==> src/inc/adc_mode_defs.vh <==
// Constants of the converter operating-mode controller
// Summary of operation
// - Mode 0000, reset default, converts repeatedly into the data register.
// - Ready indicator goes low whenever a conversion finishes.
// - Continuous read shifts each result out on serial clocks without a command.
// - No valid result until full filter settling after reset or reconfiguration; only a mode change restarts settling, other writes do not.
// - After the first result, further results come at the output data rate.
// - Mode 0001 performs exactly one conversion taking the full settling time.
// - Single conversion stores result, drives ready low, then enters standby.
// - After single conversion, result and ready low hold until read or restart.
// - Mode 0010 powers down all but the on-chip regulators, registers kept.
// - In standby, reference, oscillator, power switch and bias are individually enabled.
// - In standby, enabled diagnostics keep running and may be toggled.
// - Clocked diagnostics enabled during standby stay inoperative.
// - Mode 0011 switches off every circuit including clocks and regulators.
// - Power-down loses every programmed register value except the mode field.
// - Mode field sits in control register bits 5 to 2.
// - Mode 0100 holds filter and modulator in reset, clocks kept running.
`ifndef ADC_MODE_DEFS_VH
`define ADC_MODE_DEFS_VH

`define OFS_CTRL        8'h00
`define OFS_DIAG        8'h04
`define OFS_STATUS      8'h08
`define OFS_DATA        8'h0c
`define OFS_COMM        8'h10

`define CTRL_MODE_LSB   2
`define CTRL_MODE_MSB   5
`define CTRL_REF_EN     8
`define CTRL_CONT_READ  11
`define CTRL_OSC_EN     12
`define CTRL_PSW_EN     13
`define CTRL_BIAS_EN    14
`define COMM_READ_REQ   0

`define MODE_CONT       4'h0
`define MODE_SINGLE     4'h1
`define MODE_STANDBY    4'h2
`define MODE_PDOWN      4'h3
`define MODE_IDLE       4'h4

`define RST_REF_EN      1'b0
`define RST_CONT_READ   1'b0
`define RST_OSC_EN      1'b1
`define RST_PSW_EN      1'b0
`define RST_BIAS_EN     1'b0
`define RST_DIAG        8'h00
`define DIAG_CLK_MASK   8'h1f

`define MCLK_DIV        8
`define SETTLE_TICKS    16'd64
`define ODR_TICKS       16'd16
`define RESULT_BITS     24

`endif

==> src/hw/result_fifo.v <==
// Result buffer with registered read stage
`timescale 1ns/1ps
module result_fifo #(
   parameter WIDTH = 24,
   parameter DEPTH = 16,
   parameter AW    = 4
) (
   input  wire             clock,
   input  wire             reset,
   input  wire             flush,
   input  wire             in_valid,
   output wire             in_ready,
   input  wire [WIDTH-1:0] in_data,
   output reg              out_valid,
   input  wire             out_ready,
   output reg  [WIDTH-1:0] out_data
);
   reg  [WIDTH-1:0] mem [0:DEPTH-1];
   reg  [AW-1:0]    wp_q;
   reg  [AW-1:0]    rp_q;
   reg  [AW:0]      cnt_q;
   wire             push;
   wire             pop;
   wire             load;

   assign in_ready = (cnt_q != DEPTH[AW:0]);
   assign push     = in_valid & in_ready;
   assign pop      = out_valid & out_ready;
   // Refill the output stage as soon as it empties
   assign load     = (cnt_q != {(AW+1){1'b0}}) & (~out_valid | pop);

   always @(posedge clock) begin
      if (push) begin
         mem[wp_q] <= in_data;
      end
   end

   always @(posedge clock or posedge reset) begin
      if (reset) begin
         wp_q      <= {AW{1'b0}};
         rp_q      <= {AW{1'b0}};
         cnt_q     <= {(AW+1){1'b0}};
         out_valid <= 1'b0;
         out_data  <= {WIDTH{1'b0}};
      end else if (flush) begin
         wp_q      <= {AW{1'b0}};
         rp_q      <= {AW{1'b0}};
         cnt_q     <= {(AW+1){1'b0}};
         out_valid <= 1'b0;
      end else begin
         if (push) begin
            wp_q <= wp_q + 1'b1;
         end
         if (load) begin
            out_data  <= mem[rp_q];
            rp_q      <= rp_q + 1'b1;
            out_valid <= 1'b1;
         end else if (pop) begin
            out_valid <= 1'b0;
         end
         cnt_q <= cnt_q + {{AW{1'b0}}, push} - {{AW{1'b0}}, load};
      end
   end
endmodule

==> src/hw/adc_mode_ctrl.v <==
// Operating-mode controller: conversion sequencing, power gating, result readout
//
// Chosen here: strobed register access and the register addresses.
`timescale 1ns/1ps
`include "adc_mode_defs.vh"
module adc_mode_ctrl #(
   parameter MCLK_DIV     = `MCLK_DIV,
   parameter SETTLE_TICKS = `SETTLE_TICKS,
   parameter ODR_TICKS    = `ODR_TICKS,
   parameter DEPTH        = 16
) (
   input  wire        clock,
   input  wire        reset,
   input  wire [7:0]  addr,
   input  wire [31:0] wdata,
   input  wire        wr,
   input  wire        rd,
   output reg  [31:0] rdata,
   input  wire [23:0] conv_data,
   input  wire        sclk,
   input  wire        cs_n,
   output reg         dout,
   output reg         ready_n,
   output reg         regulators_on,
   output reg         clocks_on,
   output reg         osc_on,
   output reg         ref_on,
   output reg         psw_on,
   output reg         bias_on,
   output reg         modulator_run,
   output reg         filter_rst,
   output reg  [7:0]  diag_run
);
   localparam RB = `RESULT_BITS;

   // Shifter states, one-hot
   localparam SH_IDLE  = 2'b01;
   localparam SH_SHIFT = 2'b10;

   reg  [3:0]    mode_q;
   reg           ref_en_q;
   reg           cont_read_q;
   reg           osc_en_q;
   reg           psw_en_q;
   reg           bias_en_q;
   reg  [7:0]    diag_en_q;
   reg  [7:0]    diag_armed_q;
   reg           read_req_q;
   reg  [7:0]    div_q;
   reg           tick_q;
   reg  [15:0]   cnt_q;
   reg           settled_q;
   reg           single_done_q;
   reg  [2:0]    sclk_s_q;
   reg  [1:0]    cs_s_q;
   reg  [1:0]    sh_state_q;
   reg  [RB-1:0] sh_q;
   reg  [4:0]    bit_cnt_q;
   wire          ctrl_wr;
   wire [3:0]    new_mode;
   wire          mode_chg;
   wire          running;
   wire          conv_end;
   wire          res_valid;
   wire          res_ready;
   wire          head_valid;
   wire [RB-1:0] head_data;
   wire          reg_pop;
   wire          ser_load;
   wire          head_pop;
   wire          sclk_fall;
   wire          pdown;

   function is_active;
      input [3:0] m;
      begin
         is_active = (m == `MODE_CONT) | (m == `MODE_IDLE);
      end
   endfunction

   assign ctrl_wr   = wr & (addr == `OFS_CTRL);
   assign new_mode  = wdata[`CTRL_MODE_MSB:`CTRL_MODE_LSB];
   assign mode_chg  = ctrl_wr & (new_mode != mode_q);
   assign pdown     = (mode_q == `MODE_PDOWN);
   assign running   = (mode_q == `MODE_CONT) |
                      ((mode_q == `MODE_SINGLE) & ~single_done_q);
   assign conv_end  = running & tick_q & (cnt_q == 16'd1) & ~mode_chg;
   // A full buffer stalls the conversion rather than dropping a result
   assign res_valid = conv_end;
   assign reg_pop   = rd & (addr == `OFS_DATA) & head_valid;
   assign ser_load  = (sh_state_q == SH_IDLE) & head_valid & ~reg_pop &
                      (cont_read_q | read_req_q);
   assign head_pop  = reg_pop | ser_load;
   assign sclk_fall = sclk_s_q[2] & ~sclk_s_q[1] & ~cs_s_q[1];

   result_fifo #(
      .WIDTH (RB),
      .DEPTH (DEPTH),
      .AW    (4)
   ) u_fifo (
      .clock     (clock),
      .reset     (reset),
      .flush     (mode_chg | pdown),
      .in_valid  (res_valid),
      .in_ready  (res_ready),
      .in_data   (conv_data),
      .out_valid (head_valid),
      .out_ready (head_pop),
      .out_data  (head_data)
   );

   // Modulator clock enable; stops entirely when clocks are off
   always @(posedge clock or posedge reset) begin
      if (reset) begin
         div_q  <= 8'h00;
         tick_q <= 1'b0;
      end else if (pdown || mode_q == `MODE_STANDBY) begin
         div_q  <= 8'h00;
         tick_q <= 1'b0;
      end else if (div_q == MCLK_DIV[7:0] - 8'h01) begin
         div_q  <= 8'h00;
         tick_q <= 1'b1;
      end else begin
         div_q  <= div_q + 8'h01;
         tick_q <= 1'b0;
      end
   end

   // Configuration registers
   always @(posedge clock or posedge reset) begin
      if (reset) begin
         mode_q      <= `MODE_CONT;
         ref_en_q    <= `RST_REF_EN;
         cont_read_q <= `RST_CONT_READ;
         osc_en_q    <= `RST_OSC_EN;
         psw_en_q    <= `RST_PSW_EN;
         bias_en_q   <= `RST_BIAS_EN;
         diag_en_q   <= `RST_DIAG;
         read_req_q  <= 1'b0;
      end else begin
         if (ctrl_wr) begin
            mode_q      <= new_mode;
            ref_en_q    <= wdata[`CTRL_REF_EN];
            cont_read_q <= wdata[`CTRL_CONT_READ];
            osc_en_q    <= wdata[`CTRL_OSC_EN];
            psw_en_q    <= wdata[`CTRL_PSW_EN];
            bias_en_q   <= wdata[`CTRL_BIAS_EN];
         end else if (pdown) begin
            // Nothing survives power-down but the mode field itself
            ref_en_q    <= `RST_REF_EN;
            cont_read_q <= `RST_CONT_READ;
            osc_en_q    <= `RST_OSC_EN;
            psw_en_q    <= `RST_PSW_EN;
            bias_en_q   <= `RST_BIAS_EN;
         end else if (conv_end && res_ready && mode_q == `MODE_SINGLE) begin
            mode_q <= `MODE_STANDBY;
         end
         if (wr && addr == `OFS_DIAG) begin
            diag_en_q <= wdata[7:0];
         end else if (pdown) begin
            diag_en_q <= `RST_DIAG;
         end
         // A fresh request beats the load that consumes the previous one
         if (wr && addr == `OFS_COMM) begin
            read_req_q <= wdata[`COMM_READ_REQ];
         end else if (ser_load || pdown) begin
            read_req_q <= 1'b0;
         end
      end
   end

   // Clocked diagnostics only work if switched on in continuous or idle mode
   always @(posedge clock or posedge reset) begin
      if (reset) begin
         diag_armed_q <= 8'h00;
      end else if (wr && addr == `OFS_DIAG) begin
         if (is_active(mode_q)) begin
            diag_armed_q <= wdata[7:0];
         end else begin
            diag_armed_q <= diag_armed_q & wdata[7:0];
         end
      end else if (pdown) begin
         diag_armed_q <= 8'h00;
      end
   end

   // Conversion sequencer
   always @(posedge clock or posedge reset) begin
      if (reset) begin
         cnt_q         <= SETTLE_TICKS[15:0];
         settled_q     <= 1'b0;
         single_done_q <= 1'b0;
      end else if (mode_chg) begin
         cnt_q         <= SETTLE_TICKS[15:0];
         settled_q     <= 1'b0;
         single_done_q <= 1'b0;
      end else if (!running) begin
         cnt_q     <= SETTLE_TICKS[15:0];
         settled_q <= 1'b0;
      end else if (conv_end) begin
         if (res_ready) begin
            cnt_q     <= ODR_TICKS[15:0];
            settled_q <= 1'b1;
            if (mode_q == `MODE_SINGLE) begin
               single_done_q <= 1'b1;
            end
         end
      end else if (tick_q) begin
         cnt_q <= cnt_q - 16'd1;
      end
   end

   // Ready indicator: a new result beats a simultaneous read
   always @(posedge clock or posedge reset) begin
      if (reset) begin
         ready_n <= 1'b1;
      end else if (conv_end && res_ready) begin
         ready_n <= 1'b0;
      end else if (mode_chg || pdown) begin
         ready_n <= 1'b1;
      end else if (head_pop) begin
         ready_n <= 1'b1;
      end
   end

   // Serial pins come from another domain
   always @(posedge clock or posedge reset) begin
      if (reset) begin
         sclk_s_q <= 3'b000;
         cs_s_q   <= 2'b11;
      end else begin
         sclk_s_q <= {sclk_s_q[1:0], sclk};
         cs_s_q   <= {cs_s_q[0], cs_n};
      end
   end

   // Result shifter, MSB first, data changes on the falling serial edge
   always @(posedge clock or posedge reset) begin
      if (reset) begin
         sh_state_q <= SH_IDLE;
         sh_q       <= {RB{1'b0}};
         bit_cnt_q  <= 5'h00;
         dout       <= 1'b0;
      end else begin
         case (sh_state_q)
            SH_IDLE: begin
               if (ser_load) begin
                  sh_q       <= head_data;
                  dout       <= head_data[RB-1];
                  bit_cnt_q  <= 5'h00;
                  sh_state_q <= SH_SHIFT;
               end
            end
            SH_SHIFT: begin
               if (pdown) begin
                  sh_state_q <= SH_IDLE;
                  dout       <= 1'b0;
               end else if (sclk_fall) begin
                  if (bit_cnt_q == 5'h17) begin
                     sh_state_q <= SH_IDLE;
                     dout       <= 1'b0;
                  end else begin
                     sh_q      <= {sh_q[RB-2:0], 1'b0};
                     dout      <= sh_q[RB-2];
                     bit_cnt_q <= bit_cnt_q + 5'h01;
                  end
               end
            end
            default: begin
               sh_state_q <= SH_IDLE;
            end
         endcase
      end
   end

   // Power and clock gating per mode
   always @(posedge clock or posedge reset) begin
      if (reset) begin
         regulators_on <= 1'b1;
         clocks_on     <= 1'b1;
         osc_on        <= 1'b1;
         ref_on        <= 1'b0;
         psw_on        <= 1'b0;
         bias_on       <= 1'b0;
         modulator_run <= 1'b0;
         filter_rst    <= 1'b1;
         diag_run      <= 8'h00;
      end else begin
         regulators_on <= ~pdown;
         clocks_on     <= ~pdown & (mode_q != `MODE_STANDBY);
         osc_on        <= ~pdown & osc_en_q;
         ref_on        <= ~pdown & ref_en_q;
         psw_on        <= ~pdown & psw_en_q;
         bias_on       <= ~pdown & bias_en_q;
         modulator_run <= running & ~mode_chg;
         filter_rst    <= ~running | (mode_q == `MODE_IDLE);
         if (pdown) begin
            diag_run <= 8'h00;
         end else begin
            diag_run <= diag_en_q & (~`DIAG_CLK_MASK | diag_armed_q);
         end
      end
   end

   // Register read port, data one cycle after the strobe
   always @(posedge clock or posedge reset) begin
      if (reset) begin
         rdata <= 32'h0000_0000;
      end else if (rd) begin
         case (addr)
            `OFS_CTRL: begin
               rdata <= {17'h00000, bias_en_q, psw_en_q, osc_en_q, cont_read_q,
                         2'b00, ref_en_q, 2'b00, mode_q, 2'b00};
            end
            `OFS_DIAG: begin
               rdata <= {24'h000000, diag_en_q};
            end
            `OFS_STATUS: begin
               rdata <= {24'h000000, head_valid, single_done_q, mode_q,
                         settled_q, ready_n};
            end
            `OFS_DATA: begin
               rdata <= head_valid ? {8'h00, head_data} : 32'h0000_0000;
            end
            default: begin
               rdata <= 32'h0000_0000;
            end
         endcase
      end
   end
endmodule

==> config.mk <==
export PLATFORM = sky130hd
export DESIGN_NAME = adc_mode_ctrl
export DESIGN_NICKNAME = d
export VERILOG_FILES = /design/src/hw/result_fifo.v /design/src/hw/adc_mode_ctrl.v
export VERILOG_INCLUDE_DIRS = /design/src /design/src/inc
export SDC_FILE = /design/constraint.sdc
export NUM_CORES = 1
export LEC_CHECK = 0
export ABC_AREA = 0
export BUFFER_PORTS_ARGS = -buffer_cell sky130_fd_sc_hd__buf_2
export CORE_MARGIN = 10
export CORE_UTILIZATION = 60
export DETAILED_ROUTE_END_ITERATION = 10
export PLACE_DENSITY = 0.76
export SYNTH_ARGS = -nofsm -noshare
export SYNTH_HDL_FRONTEND = slang
export SYNTH_SLANG_ARGS = --single-unit
export TNS_END_PERCENT = 1
==> constraint.sdc <==
create_clock -name clock -period 6.7 [get_ports clock]
set_clock_uncertainty 0.2 [all_clocks]
set_input_delay 0.67 -clock clock [delete_from_list [all_inputs] [get_ports clock]]
set_output_delay 0.67 -clock clock [all_outputs]
set_load 0.01 [all_outputs]
Word level (Yosys, flattened, before mapping)
Memory sizes are Yosys's and may differ from the RTL's. A register that Yosys moved wholly into a read port is not among the register bits.
Index checks and enable logic that the tools add are counted.
Word-level totals
  bits in read-only memories: 0
  memories: 1
  memory bits (writable): 384
  output and inout bits: 50
  bits in registers: 152
  latch bits: 0
Operators by class
  shifts and indexed selects: 0
  div/mod/pow operators: 0
  order comparisons: 0
  reduce and logical (&&, ||, !) cells: 31
  multipliers: 0
  $add $sub $neg: 7
  bitwise operators: 40
  eq/ne operators: 27
  muxes and demuxes: 70
Memories
  u_fifo.mem: words 16, bits a word 24, read ports 1, clocked after memory_dff 1, wr ports 1, RTL line result_fifo.v:18  | reg [WIDTH-1:0] mem [0:DEPTH-1];
Operators with widths (number)
  24-bit case mux with 4 select lines: 1
  23-bit 2-to-1 mux: 4
  16-bit 2-to-1 mux: 5
  8-bit 2-to-1 mux: 7
  23-bit case mux with 2 select lines: 1
  1-bit 2-to-1 mux: 32
  4-bit 2-to-1 mux: 7
  5-bit 2-to-1 mux: 5
  24-bit 2-to-1 mux: 1
  1-bit AND: 22
  2-bit nonzero test: 11
  8-bit AND: 2
  16-bit by 1-bit equality test with 1-bit output (second input constant): 1
  8-bit by 3-bit equality test with 1-bit output (second input constant): 2
  8-bit by 4-bit equality test with 1-bit output (second input constant): 2
  16-bit by 1-bit subtractor with 16-bit output (second input constant): 1
  2-bit inequality test (second input constant): 5
  5-bit case mux with 2 select lines: 1
  1-bit inverter: 9
  4-bit by 1-bit adder with 4-bit output (second input constant): 2
  8-bit by 1-bit adder with 8-bit output (second input constant): 1
  4-bit by 2-bit equality test with 1-bit output (second input constant): 2
  8-bit by 5-bit equality test with 1-bit output (second input constant): 1
  8-bit logical NOT: 1
  other kinds (27): 49

Logic depth before layout (Yosys ltp)
Gate-level depths: netlist of the first run.
  word-level depth: 12
  gate-level depth with buffers: 16

Hierarchy
Synthesis of the first run repeated with hierarchy kept, for this count alone.
Second synthesis, totals
  cell total of the unflattened synthesis: 1332
  area, all modules: 22146.2 um^2
Modules (own cells, without submodules)
  result_fifo: sequential area each 12482.0 um^2, cells an instance 751, times used 1, area an instance 16323.2 um^2
  adc_mode_ctrl: sequential area each 3190.6 um^2, cells an instance 581, times used 1, area an instance 5823.1 um^2

Worst setup path before layout of the first run
Ideal clock, no wire load.
  kind: reg-to-reg
  start: reg cnt_q[7]
  end: mem u_fifo.mem[2][0] (enable)
  data arrival time: 4.162 ns
  cell stages (with the launch flop): 6
  setup slack: 1.863 ns
  buffers on the path: 0
  setup time: 0.474 ns
  cells stage by stage: dfrtp_1 > nor4_4 > nand3_4 > nor4_4 > nand2_1 > nor4b_1
Between the ends
  cells in the longest elaborated chain, start to end: 6
Ends and longest elaborated chain
  start: declaration: RTL line adc_mode_ctrl.v:51  | reg [15:0] cnt_q;
  start signal: assignment: RTL line adc_mode_ctrl.v:190  | cnt_q <= SETTLE_TICKS[15:0];
  start signal: assignment: RTL line adc_mode_ctrl.v:194  | cnt_q <= SETTLE_TICKS[15:0];
  start signal: assignment: RTL line adc_mode_ctrl.v:198  | cnt_q <= SETTLE_TICKS[15:0];
  16-bit by 1-bit equality test with 1-bit output: RTL line adc_mode_ctrl.v:87  | assign conv_end = running & tick_q & (cnt_q == 16'd1) & ~mode_chg;
  1-bit AND (2 in a row): RTL line adc_mode_ctrl.v:87
  1-bit AND: RTL line result_fifo.v:27  | assign push = in_valid & in_ready;
  1-bit 2-to-1 mux: RTL line result_fifo.v:33  | if (push) begin
  1-bit 2-to-1 mux (implied by the code): RTL line result_fifo.v:34  | mem[wp_q] <= in_data;
  end: declaration: RTL line result_fifo.v:18
Every way passes these cells.

Worst setup path in the final report of the first run
  start: in addr[5]
  end: reg u_fifo.cnt_q[4]
Between the ends
  cells in the longest elaborated chain, start to end: 12
Ends and longest elaborated chain
  start: declaration: RTL line adc_mode_ctrl.v:14  | input wire [7:0] addr,
  8-bit by 4-bit equality test with 1-bit output
  1-bit AND (2 in a row): RTL line adc_mode_ctrl.v:90  | assign reg_pop = rd & (addr == `OFS_DATA) & head_valid;
  1-bit inverter: RTL line adc_mode_ctrl.v:91  | assign ser_load = (sh_state_q == SH_IDLE) & head_valid & ~reg_pop &
  1-bit AND (2 in a row): RTL line adc_mode_ctrl.v:91
  1-bit bitwise OR: RTL line adc_mode_ctrl.v:93  | assign head_pop = reg_pop | ser_load;
  1-bit AND: RTL line result_fifo.v:28  | assign pop = out_valid & out_ready;
  1-bit bitwise OR: RTL line result_fifo.v:30  | assign load = (cnt_q != {(AW+1){1'b0}}) & (~out_valid | pop);
  1-bit AND: RTL line result_fifo.v:30
  5-bit by 1-bit subtractor with 5-bit output: RTL line result_fifo.v:61  | cnt_q <= cnt_q + {{AW{1'b0}}, push} - {{AW{1'b0}}, load};
  5-bit 2-to-1 mux (*): RTL line result_fifo.v:45  | end else if (flush) begin
  end signal: assignment: RTL line result_fifo.v:42  | cnt_q <= {(AW+1){1'b0}};
  end signal: assignment: RTL line result_fifo.v:48  | cnt_q <= {(AW+1){1'b0}};
  end signal: assignment: RTL line result_fifo.v:61
  end: declaration: RTL line result_fifo.v:21  | reg [AW:0] cnt_q;
Every way passes the cells marked *; elsewhere a longest branch is shown, timed or not.
A chain may end at the register's enable or synchronous reset.

==> metrics.cfg, run 1 <==
[status]
result_of_the_run=complete, no violations

[worst_setup_path]
largest_driver_fanout_on_the_critical_path=17
cp_startpoint_kind=input port
slowest_stage=sky130_fd_sc_hd__nand2_1
reg2reg_depth=15
cp-end-kind=flop
launch_point_of_the_worst_path=addr[5]
cp_cell_sequence=buf_2 -> nor4b_1 -> and4b_1 -> nand2_1 -> nand2_1 -> inv_1 -> ha_1 -> inv_1 -> fa_1 -> inv_1 -> a21oi_1 -> nor2_1 -> or3_1 -> a21oi_1
slowest_delay_ps=780
cp_data_arrival_time_ps=4340
critPathRequiredTime_ps=7010
path_common_cell=sky130_fd_sc_hd__inv_1
regToRegStartpoint=cnt_q[1]$_DFFE_PP0P_
timing.setup.critical_path_class=in -> reg

[place]
place_hpwl_um=26500
place.gp.congestion=0.8102
buffer_ports.inserted=92

[route]
routed_wl_um=49810
detailedRoute.firstIterationViolations=1210
route.antenna.remaining_nets=0
drt-wirelength-per-cell_um=25.43
route.detailed.drc=0
drtPass1Iterations=5
via_count=12410
via_per_inst=6.332

[floorplan]
ioPinCount=120
die_area_um2=44850
start_util_pct=60.57
core_area_um2=36430
std_cell_rows=70
die_x_um=211.8
die_y_um=211.8

[logic_synthesis]
synth.distinct_cells=65
dominant_synthesized_flop_cell=sky130_fd_sc_hd__edfxtp_1
ys_ff_latch=549
synth-edff-count=384
syn_warnings=0
mappedNetlistArea_um2=22070
synth_seq_area_share_pct=71.02
synth_async_sr_flop_share_pct=30.05
syn_inst=1340
avgSynthCellArea_um2=16.47

[sta]
finalCritPeriodShare_pct=60.07
timing.slew.headroom_pct=32.68
finalHoldViolCount=0
grt_setup_unrepaired=false
min_period_ps=4025
timing_worst_slew_pin_value_ps=1008
tns_ps=0
fmaxAchievable_mhz=248.5
setup_viol=0
slew_violations=0

[pwr]
power_per_cell_area_nw_per_um2=357.4
vdd.ir_drop.worst_mv=0.2557
leakage_nw=8.995

[clock_tree]
clock-root-buffer=sky130_fd_sc_hd__clkbuf_16
numClockSinks=549
insertion_delay_ps=600
h-tree-depth=2
postCtsResizedCells=0
cts_buf_count=53
cts.path.max_buffers=3
cts.reportedPaths.clkPinSlew_ps=60
cts_tree=built

[global_routing]
grt_start_max_net_pins=101
remaining_overflow_grt=0
via_count_of_the_first_global_routing_pass=12650
grtUsageTotal_pct=22.55
antenna_found_initial=4
grt_pass1_wl_um=76270

[final_layout]
area_growth_pct=13.23
finish.utilization_pct=68.58
num-nets-final=1533
post_route_cells_drive_above_1_share_pct=24.77
nFillCells=2298

[flow_run]
timing.max_cap.violations=0

[hold_path]
timing.hold.worst.class=in -> async

## per-layer routing
layer	up-vias	GRT usage, %	wire (µm)
li1	5393	-	-
met1	6342	29.36	19430
met2	557	37.02	24890
met3	109	4.540	3985
met4	4	8.480	1473
met5	-	0	27
## through the flow
step	cell area, µm²	hold slack (ps)	instances	setup slack [ps]	power, W
after global routing	24990	86.00	1959	2350	0.009276
final	24990	40.00	1959	2675	0.008932
after CTS	24990	64.40	1958	2762	0.008979
after floorplan	22090	131.2	1347	1385	0.005310
after global placement	23130	136.9	1858	2354	0.005794
after detailed placement	23130	136.4	1858	2180	0.005850
## final timing paths
| kind | end | slack (ps) |
|---|---|---|
| setup / recovery | u_fifo.cnt_q[4]$_DFF_PP0_ | 2680 |
| hold / removal | rdata[18]$_DFFE_PP0P_ | 40 |
| setup reg to reg | u_fifo.cnt_q[4]$_DFF_PP0_ | 2760 |
| hold reg to reg | sclk_s_q[1]$_DFF_PP0_ | 150 |
| max in group asynchronous | cnt_q[3]$_DFFE_PP0P_ | 4890 |
| min in group clock | osc_en_q$_DFFE_PP1P_ | 90 |
## synth_stat cells, types with 20 or more instances
cell                       number  area [µm²]
sky130_fd_sc_hd__edfxtp_1     384       11530
sky130_fd_sc_hd__dfrtp_1      155        3879
sky130_fd_sc_hd__mux4_2        96        2162
sky130_fd_sc_hd__nand2_1       87       326.6
sky130_fd_sc_hd__a22oi_1       61       457.9
sky130_fd_sc_hd__o21ai_0       61       305.3
sky130_fd_sc_hd__nor2_1        51       191.4
sky130_fd_sc_hd__inv_1         48       180.2
sky130_fd_sc_hd__clkbuf_1      45       168.9
sky130_fd_sc_hd__nand3_1       42       210.2
sky130_fd_sc_hd__a21oi_1       34       170.2
sky130_fd_sc_hd__mux2i_1       23       230.2
sky130_fd_sc_hd__mux2_2        20       225.2
## critical path, delay by kind of cell
family                   cells  cell delay, ps
adder cells (fa/ha/maj)      2             450
AND/OR/NAND/NOR              6            2580
AO/OA/AOI/OAI                2             300
buffers and inverters        4             350
## placed cells by master, fill, tap and decap left out, types with 6 or more instances in the layout
master,count
sky130_fd_sc_hd__a21oi_1,33
sky130_fd_sc_hd__a22oi_1,61
sky130_fd_sc_hd__and3_1,14
sky130_fd_sc_hd__buf_2,92
sky130_fd_sc_hd__buf_4,25
sky130_fd_sc_hd__bufinv_16,8
sky130_fd_sc_hd__clkbuf_16,53
sky130_fd_sc_hd__clkinv_1,9
sky130_fd_sc_hd__clkinv_2,10
sky130_fd_sc_hd__conb_1,8
sky130_fd_sc_hd__dfrtp_1,153
sky130_fd_sc_hd__dfstp_2,10
sky130_fd_sc_hd__edfxtp_1,384
sky130_fd_sc_hd__ha_1,15
sky130_fd_sc_hd__inv_1,47
sky130_fd_sc_hd__mux2_1,10
sky130_fd_sc_hd__mux2_2,20
sky130_fd_sc_hd__mux2i_1,23
sky130_fd_sc_hd__mux4_2,96
sky130_fd_sc_hd__nand2_1,87
sky130_fd_sc_hd__nand2b_1,7
sky130_fd_sc_hd__nand3_1,42
sky130_fd_sc_hd__nand4_1,10
sky130_fd_sc_hd__nor2_1,46
sky130_fd_sc_hd__nor2b_1,8
sky130_fd_sc_hd__nor3_1,6
sky130_fd_sc_hd__nor3_2,6
sky130_fd_sc_hd__o21ai_0,61
sky130_fd_sc_hd__o22ai_1,13
sky130_fd_sc_hd__or3_1,12
sky130_fd_sc_hd__xnor2_1,9
sky130_fd_sc_hd__xor2_1,12
## flip-flops by register name, indices dropped and copies added, names as in the netlist, 2 cells and up
name	cells
u_fifo.mem	384
rdata	24
u_fifo.out_data	24
sh_q	23
cnt_q	16
diag_en_q	8
diag_run	8
div_q	8
bit_cnt_q	5
diag_armed_q	5
u_fifo.cnt_q	5
mode_q	4
u_fifo.rp_q	4
u_fifo.wp_q	4
sclk_s_q	3
cs_s_q	2
sh_state_q	2
## final cells by class
cell class                      count  area, µm²  share of cell area, %
Clock buffer                       63       1414                  5.658
Multi-Input combinational cell    673       6021                  24.09
Timing Repair Buffer              119      668.1                  2.674
Inverter                           51      196.4                 0.7861
Sequential cell                   549      15680                  62.75
Tap cell                          468      585.6                  2.343
Antenna cell                        1      2.502                0.01001
Clock inverter                     35      420.4                  1.682
## report_power, final
group          total [W]  switching, W  internal (W)
combinational    0.00169      0.000871      0.000818
sequential       0.00414      0.000326       0.00381
clock            0.00311       0.00128       0.00182
total            0.00893       0.00248       0.00645
## what timing repair did
action,in CTS,in global routing
hold endpoints to repair,2,0
endpoints found under the setup margin,0,0
hold buffers,2,0
setup buffers,0,0
## kinds of logic after synthesis
| family | synth area share, % |
|---|---|
| xor gates and xnor gates | 0.8335 |
| and+or+nand+nor | 7.019 |
| buffers and inverters | 2.347 |
| DFF | 71.02 |
| other | 0.01699 |
| adders and majority gates | 0.9412 |
| muxes | 12.37 |
| AOI/OAI and AO/OA | 5.449 |
No activity file was read; power rests on OpenSTA's default activity.
==> run 2: changes to the inputs <==
--- a/config.mk
+++ b/config.mk
@@ -6,7 +6,7 @@
 export SDC_FILE = /design/constraint.sdc
 export NUM_CORES = 1
 export LEC_CHECK = 0
-export ABC_AREA = 0
+export ABC_AREA = 1
 export BUFFER_PORTS_ARGS = -buffer_cell sky130_fd_sc_hd__buf_2
 export CORE_MARGIN = 10
 export CORE_UTILIZATION = 60
==> constraint.sdc (replaced) <==
create_clock -name clock -period 3.8 [get_ports clock]
set_clock_uncertainty 0.2 [all_clocks]
set_input_delay 0.38 -clock clock [delete_from_list [all_inputs] [get_ports clock]]
set_output_delay 0.38 -clock clock [all_outputs]
set_load 0.01 [all_outputs]
==> run 2 against run 1 <==
First-iteration DRC count increased by 47%. Clock power increased by 66%. Clock-buffer cell count increased by 14. Synthesized cell count increased by 56%. Via count increased by 30%. Hold slack improved by 9.6 ps. Critical path type unchanged. Largest power group unchanged.
==> metrics.cfg, run 2 <==
[logic_synthesis]
ys_top_cells_by_area=sky130_fd_sc_hd__edfxtp_1, sky130_fd_sc_hd__dfrtp_1, sky130_fd_sc_hd__nor2_1
synth_top_cell_by_area=sky130_fd_sc_hd__edfxtp_1
synth_async_sr_flop_share_pct=30.05  ; unchanged
synth_seq_area_share_pct=67.77  ; -3.3 points
mappedNetlistArea_um2=23130  ; +4.8%
synth.most_common_cell=sky130_fd_sc_hd__edfxtp_1
synth_common_cells=sky130_fd_sc_hd__edfxtp_1, sky130_fd_sc_hd__nor2_1, sky130_fd_sc_hd__nand2_1, sky130_fd_sc_hd__o21ai_0, sky130_fd_sc_hd__dfrtp_1
synth.distinct_cells=47  ; -28%
syn_inst=2097  ; +56%
dominant_synthesized_flop_cell=sky130_fd_sc_hd__edfxtp_1
synth_top_cell_area_share_pct=49.86  ; -2.4 points
syn_warnings=0  ; unchanged
synth-edff-count=384  ; unchanged
avgSynthCellArea_um2=11.03  ; -33%
ys_ff_latch=549  ; unchanged

[clock_tree]
clock-root-buffer=sky130_fd_sc_hd__clkbuf_16
cts_buf_count=54  ; +1.9%
cts.path.max_buffers=3  ; unchanged
numClockSinks=549  ; unchanged
cts.reportedPaths.clkPinSlew_ps=60  ; about the same
insertion_delay_ps=610  ; about the same
cts_tree=built
h-tree-depth=2  ; unchanged
post-cts-setup-buffers=0  ; unchanged

[place]
place_area_um2=24190  ; +4.6%
buffer_ports.inserted=92  ; unchanged
place_hpwl_um=32030  ; +21%
place_worst_setup_slack_ps=551.6  ; -1628 ps
place.gp.congestion=0.8699  ; +7.4%

[sta]
finalCritPeriodShare_pct=84.36
finalWorstSetupSlack_ps=594.3  ; -2081 ps
grt_setup_unrepaired=false
setup_viol=0  ; unchanged
fmaxAchievable_mhz=311.9
timing_worst_slew_pin_value_ps=1098  ; +89.90 ps
slew_violations=0  ; unchanged
timing.slew.headroom_pct=26.68  ; -6.0 points
tns_ps=0  ; unchanged
min_period_ps=3206
finalHoldViolCount=0  ; unchanged

[route]
drtPass1Iterations=6  ; +1
route.antenna.remaining_nets=0  ; unchanged
drt-wirelength-per-cell_um=19.68  ; -23%
via_per_inst=5.768  ; -8.9%
via_count=16070  ; +30%
route.detailed.drc=0  ; unchanged
detailedRoute.firstIterationViolations=1781  ; +47%
routed_wl_um=54820  ; +10%

[pwr]
power_per_cell_area_nw_per_um2=461.6  ; +29%
vdd.ir_drop.worst_mv=0.4487  ; +75%
leakage_nw=10.50  ; +17%

[worst_setup_path]
worst_reg2reg_setup_slack_ps=600  ; -2160 ps
slowest_delay_ps=550  ; -230 ps
critPathRequiredTime_ps=4090  ; -2920 ps
cp-end-kind=flop
cp_data_arrival_time_ps=3500  ; -840 ps
largest_driver_fanout_on_the_critical_path=25  ; +8
cp_cell_sequence=dlygate4sd3_1 -> buf_2 -> inv_2 -> nor2_2 -> nand2_1 -> nand3_2 -> nand2_4 -> inv_1 -> ha_1 -> inv_1 -> ha_1 -> inv_1 -> fa_1 -> o21ai_0 -> a21oi_1 -> xor2_1 -> nor2_1
path_common_cell=sky130_fd_sc_hd__inv_1
cp_startpoint_kind=input port
timing.setup.critical_path_class=in -> reg
slowest_stage=sky130_fd_sc_hd__dlygate4sd3_1

[floorplan]
die_area_um2=46800  ; +4.3%
die_y_um=216.3  ; +2.1%
die_x_um=216.3  ; +2.1%
ioPinCount=120  ; unchanged
core_area_um2=37840  ; +3.9%
std_cell_rows=71  ; +1.4%
start_util_pct=61.11  ; +0.55 points

[final_layout]
num-nets-final=2313  ; +51%
registers.top_by_ff_count=u_fifo.mem
finish.utilization_pct=69.67  ; +1.1 points
final_area_um2=26370  ; +5.5%
area_growth_pct=14.00
post_route_cells_drive_above_1_share_pct=12.32  ; -12 points
largest_register_ffs=384  ; unchanged
nFillCells=2710  ; +18%
top_regs=u_fifo.mem x384, rdata x24, u_fifo.out_data x24
final_cell_mix=sky130_fd_sc_hd__edfxtp_1, sky130_fd_sc_hd__nor2_1, sky130_fd_sc_hd__nand2_1
final_common_cell=sky130_fd_sc_hd__edfxtp_1

[hold_path]
timing.hold.worst.class=in -> reg

[global_routing]
grtUsageTotal_pct=23.24  ; +0.69 points
grt_start_max_net_pins=145  ; +44%
antenna_found_initial=2  ; -2
via_count_of_the_first_global_routing_pass=15600  ; +23%
grt_pass1_wl_um=86430  ; +13%
remaining_overflow_grt=0  ; unchanged

[flow_run]
timing.max_cap.violations=0  ; unchanged

[status]
result_of_the_run=complete, no violations

[run 2: cell count changes in the layout (fill, tap and decap cells not counted), sizes merged, moves of 70 or more]
| cell | previous run | this run |
|---|---|---|
| inv | 52 | 122 |
| mux4 | 96 | 0 |
| nand2 | 87 | 329 |
| nor2 | 51 | 369 |
| o211ai | 1 | 105 |
| o21ai | 64 | 262 |
[run 2: logic make-up after synthesis]
logic type      after synthesis  share of synthesized area [%]
other cells                   1                        0.01621
compound gates              413                          10.47
fa+ha+maj                    16                         0.8981
simple gates                854                          15.64
flops                       549                          67.77
buf+inv                     245                          4.485
xor+xnor                     19                         0.7195
[run 2: stage by stage]
| step | hold slack, ps | cells | power, W |
|---|---|---|---|
| final | 49.64 | 2786 | 0.01217 |
| after detailed placement | 147.6 | 2636 | 0.007096 |
| after global routing | 111.1 | 2786 | 0.01255 |
| after global placement | 146.9 | 2636 | 0.007075 |
| after floorplan | 131.2 | 2104 | 0.006932 |
| after CTS | 22.15 | 2784 | 0.01223 |
[run 2: worst paths after layout]
check / startpoint / to / depth (start not counted)
setup / recovery: rd / u_fifo.cnt_q[4]$_DFF_PP0_ / 17
hold / removal: addr[5] / read_req_q$_DFFE_PP0P_ / 5
setup reg to reg: mode_q[2]$_DFFE_PP0P_ / u_fifo.cnt_q[4]$_DFF_PP0_ / 14
hold reg to reg: sclk_s_q[0]$_DFF_PP0_ / sclk_s_q[1]$_DFF_PP0_ / 0
max in group asynchronous: reset / cs_s_q[0]$_DFF_PP1_ / 4
min in group asynchronous: reset / u_fifo.out_data[20]$_DFFE_PP0P_ / 3
[run 2: layout make-up]
cell class / instances / area [µm²] / area share, %
multi-input cells: 1310 / 6491 / 24.62
inverters: 124 / 474.2 / 1.799
diodes: 2 / 5.005 / 0.01898
flip-flops and latches: 549 / 15680 / 59.47
repair buffers: 188 / 1371 / 5.201
clock buffers: 77 / 1459 / 5.533
clock inverters: 25 / 246.5 / 0.9349
well taps: 511 / 639.4 / 2.425
[run 2: report_power, final]
part           internal, W  switching (W)  leakage, nW
Combinational     0.000150       0.000302         4.02
Clock              0.00295        0.00220        0.811
Sequential         0.00652      0.0000485         5.67
[run 2: repair_timing]
| item | CTS | global route |
|---|---|---|
| hold endpoints to repair | 468 | 0 |
| hold buffers | 46 | 0 |
| gates resized for setup | 0 | 0 |
[run 2: critical path: cells and delay by family]
family | cells | cell delay, ps
compound gates | 2 | 290
xor+xnor | 1 | 140
fa+ha+maj | 3 | 860
buf+inv | 6 | 1360
simple gates | 5 | 500
[run 2: metal layers]
metal / GRT usage, % / wire (µm)
met2: 37.83 / 26680
met3: 3.663 / 4250
met5: 0 / 0
met4: 8.320 / 1507
met1: 31.27 / 22390
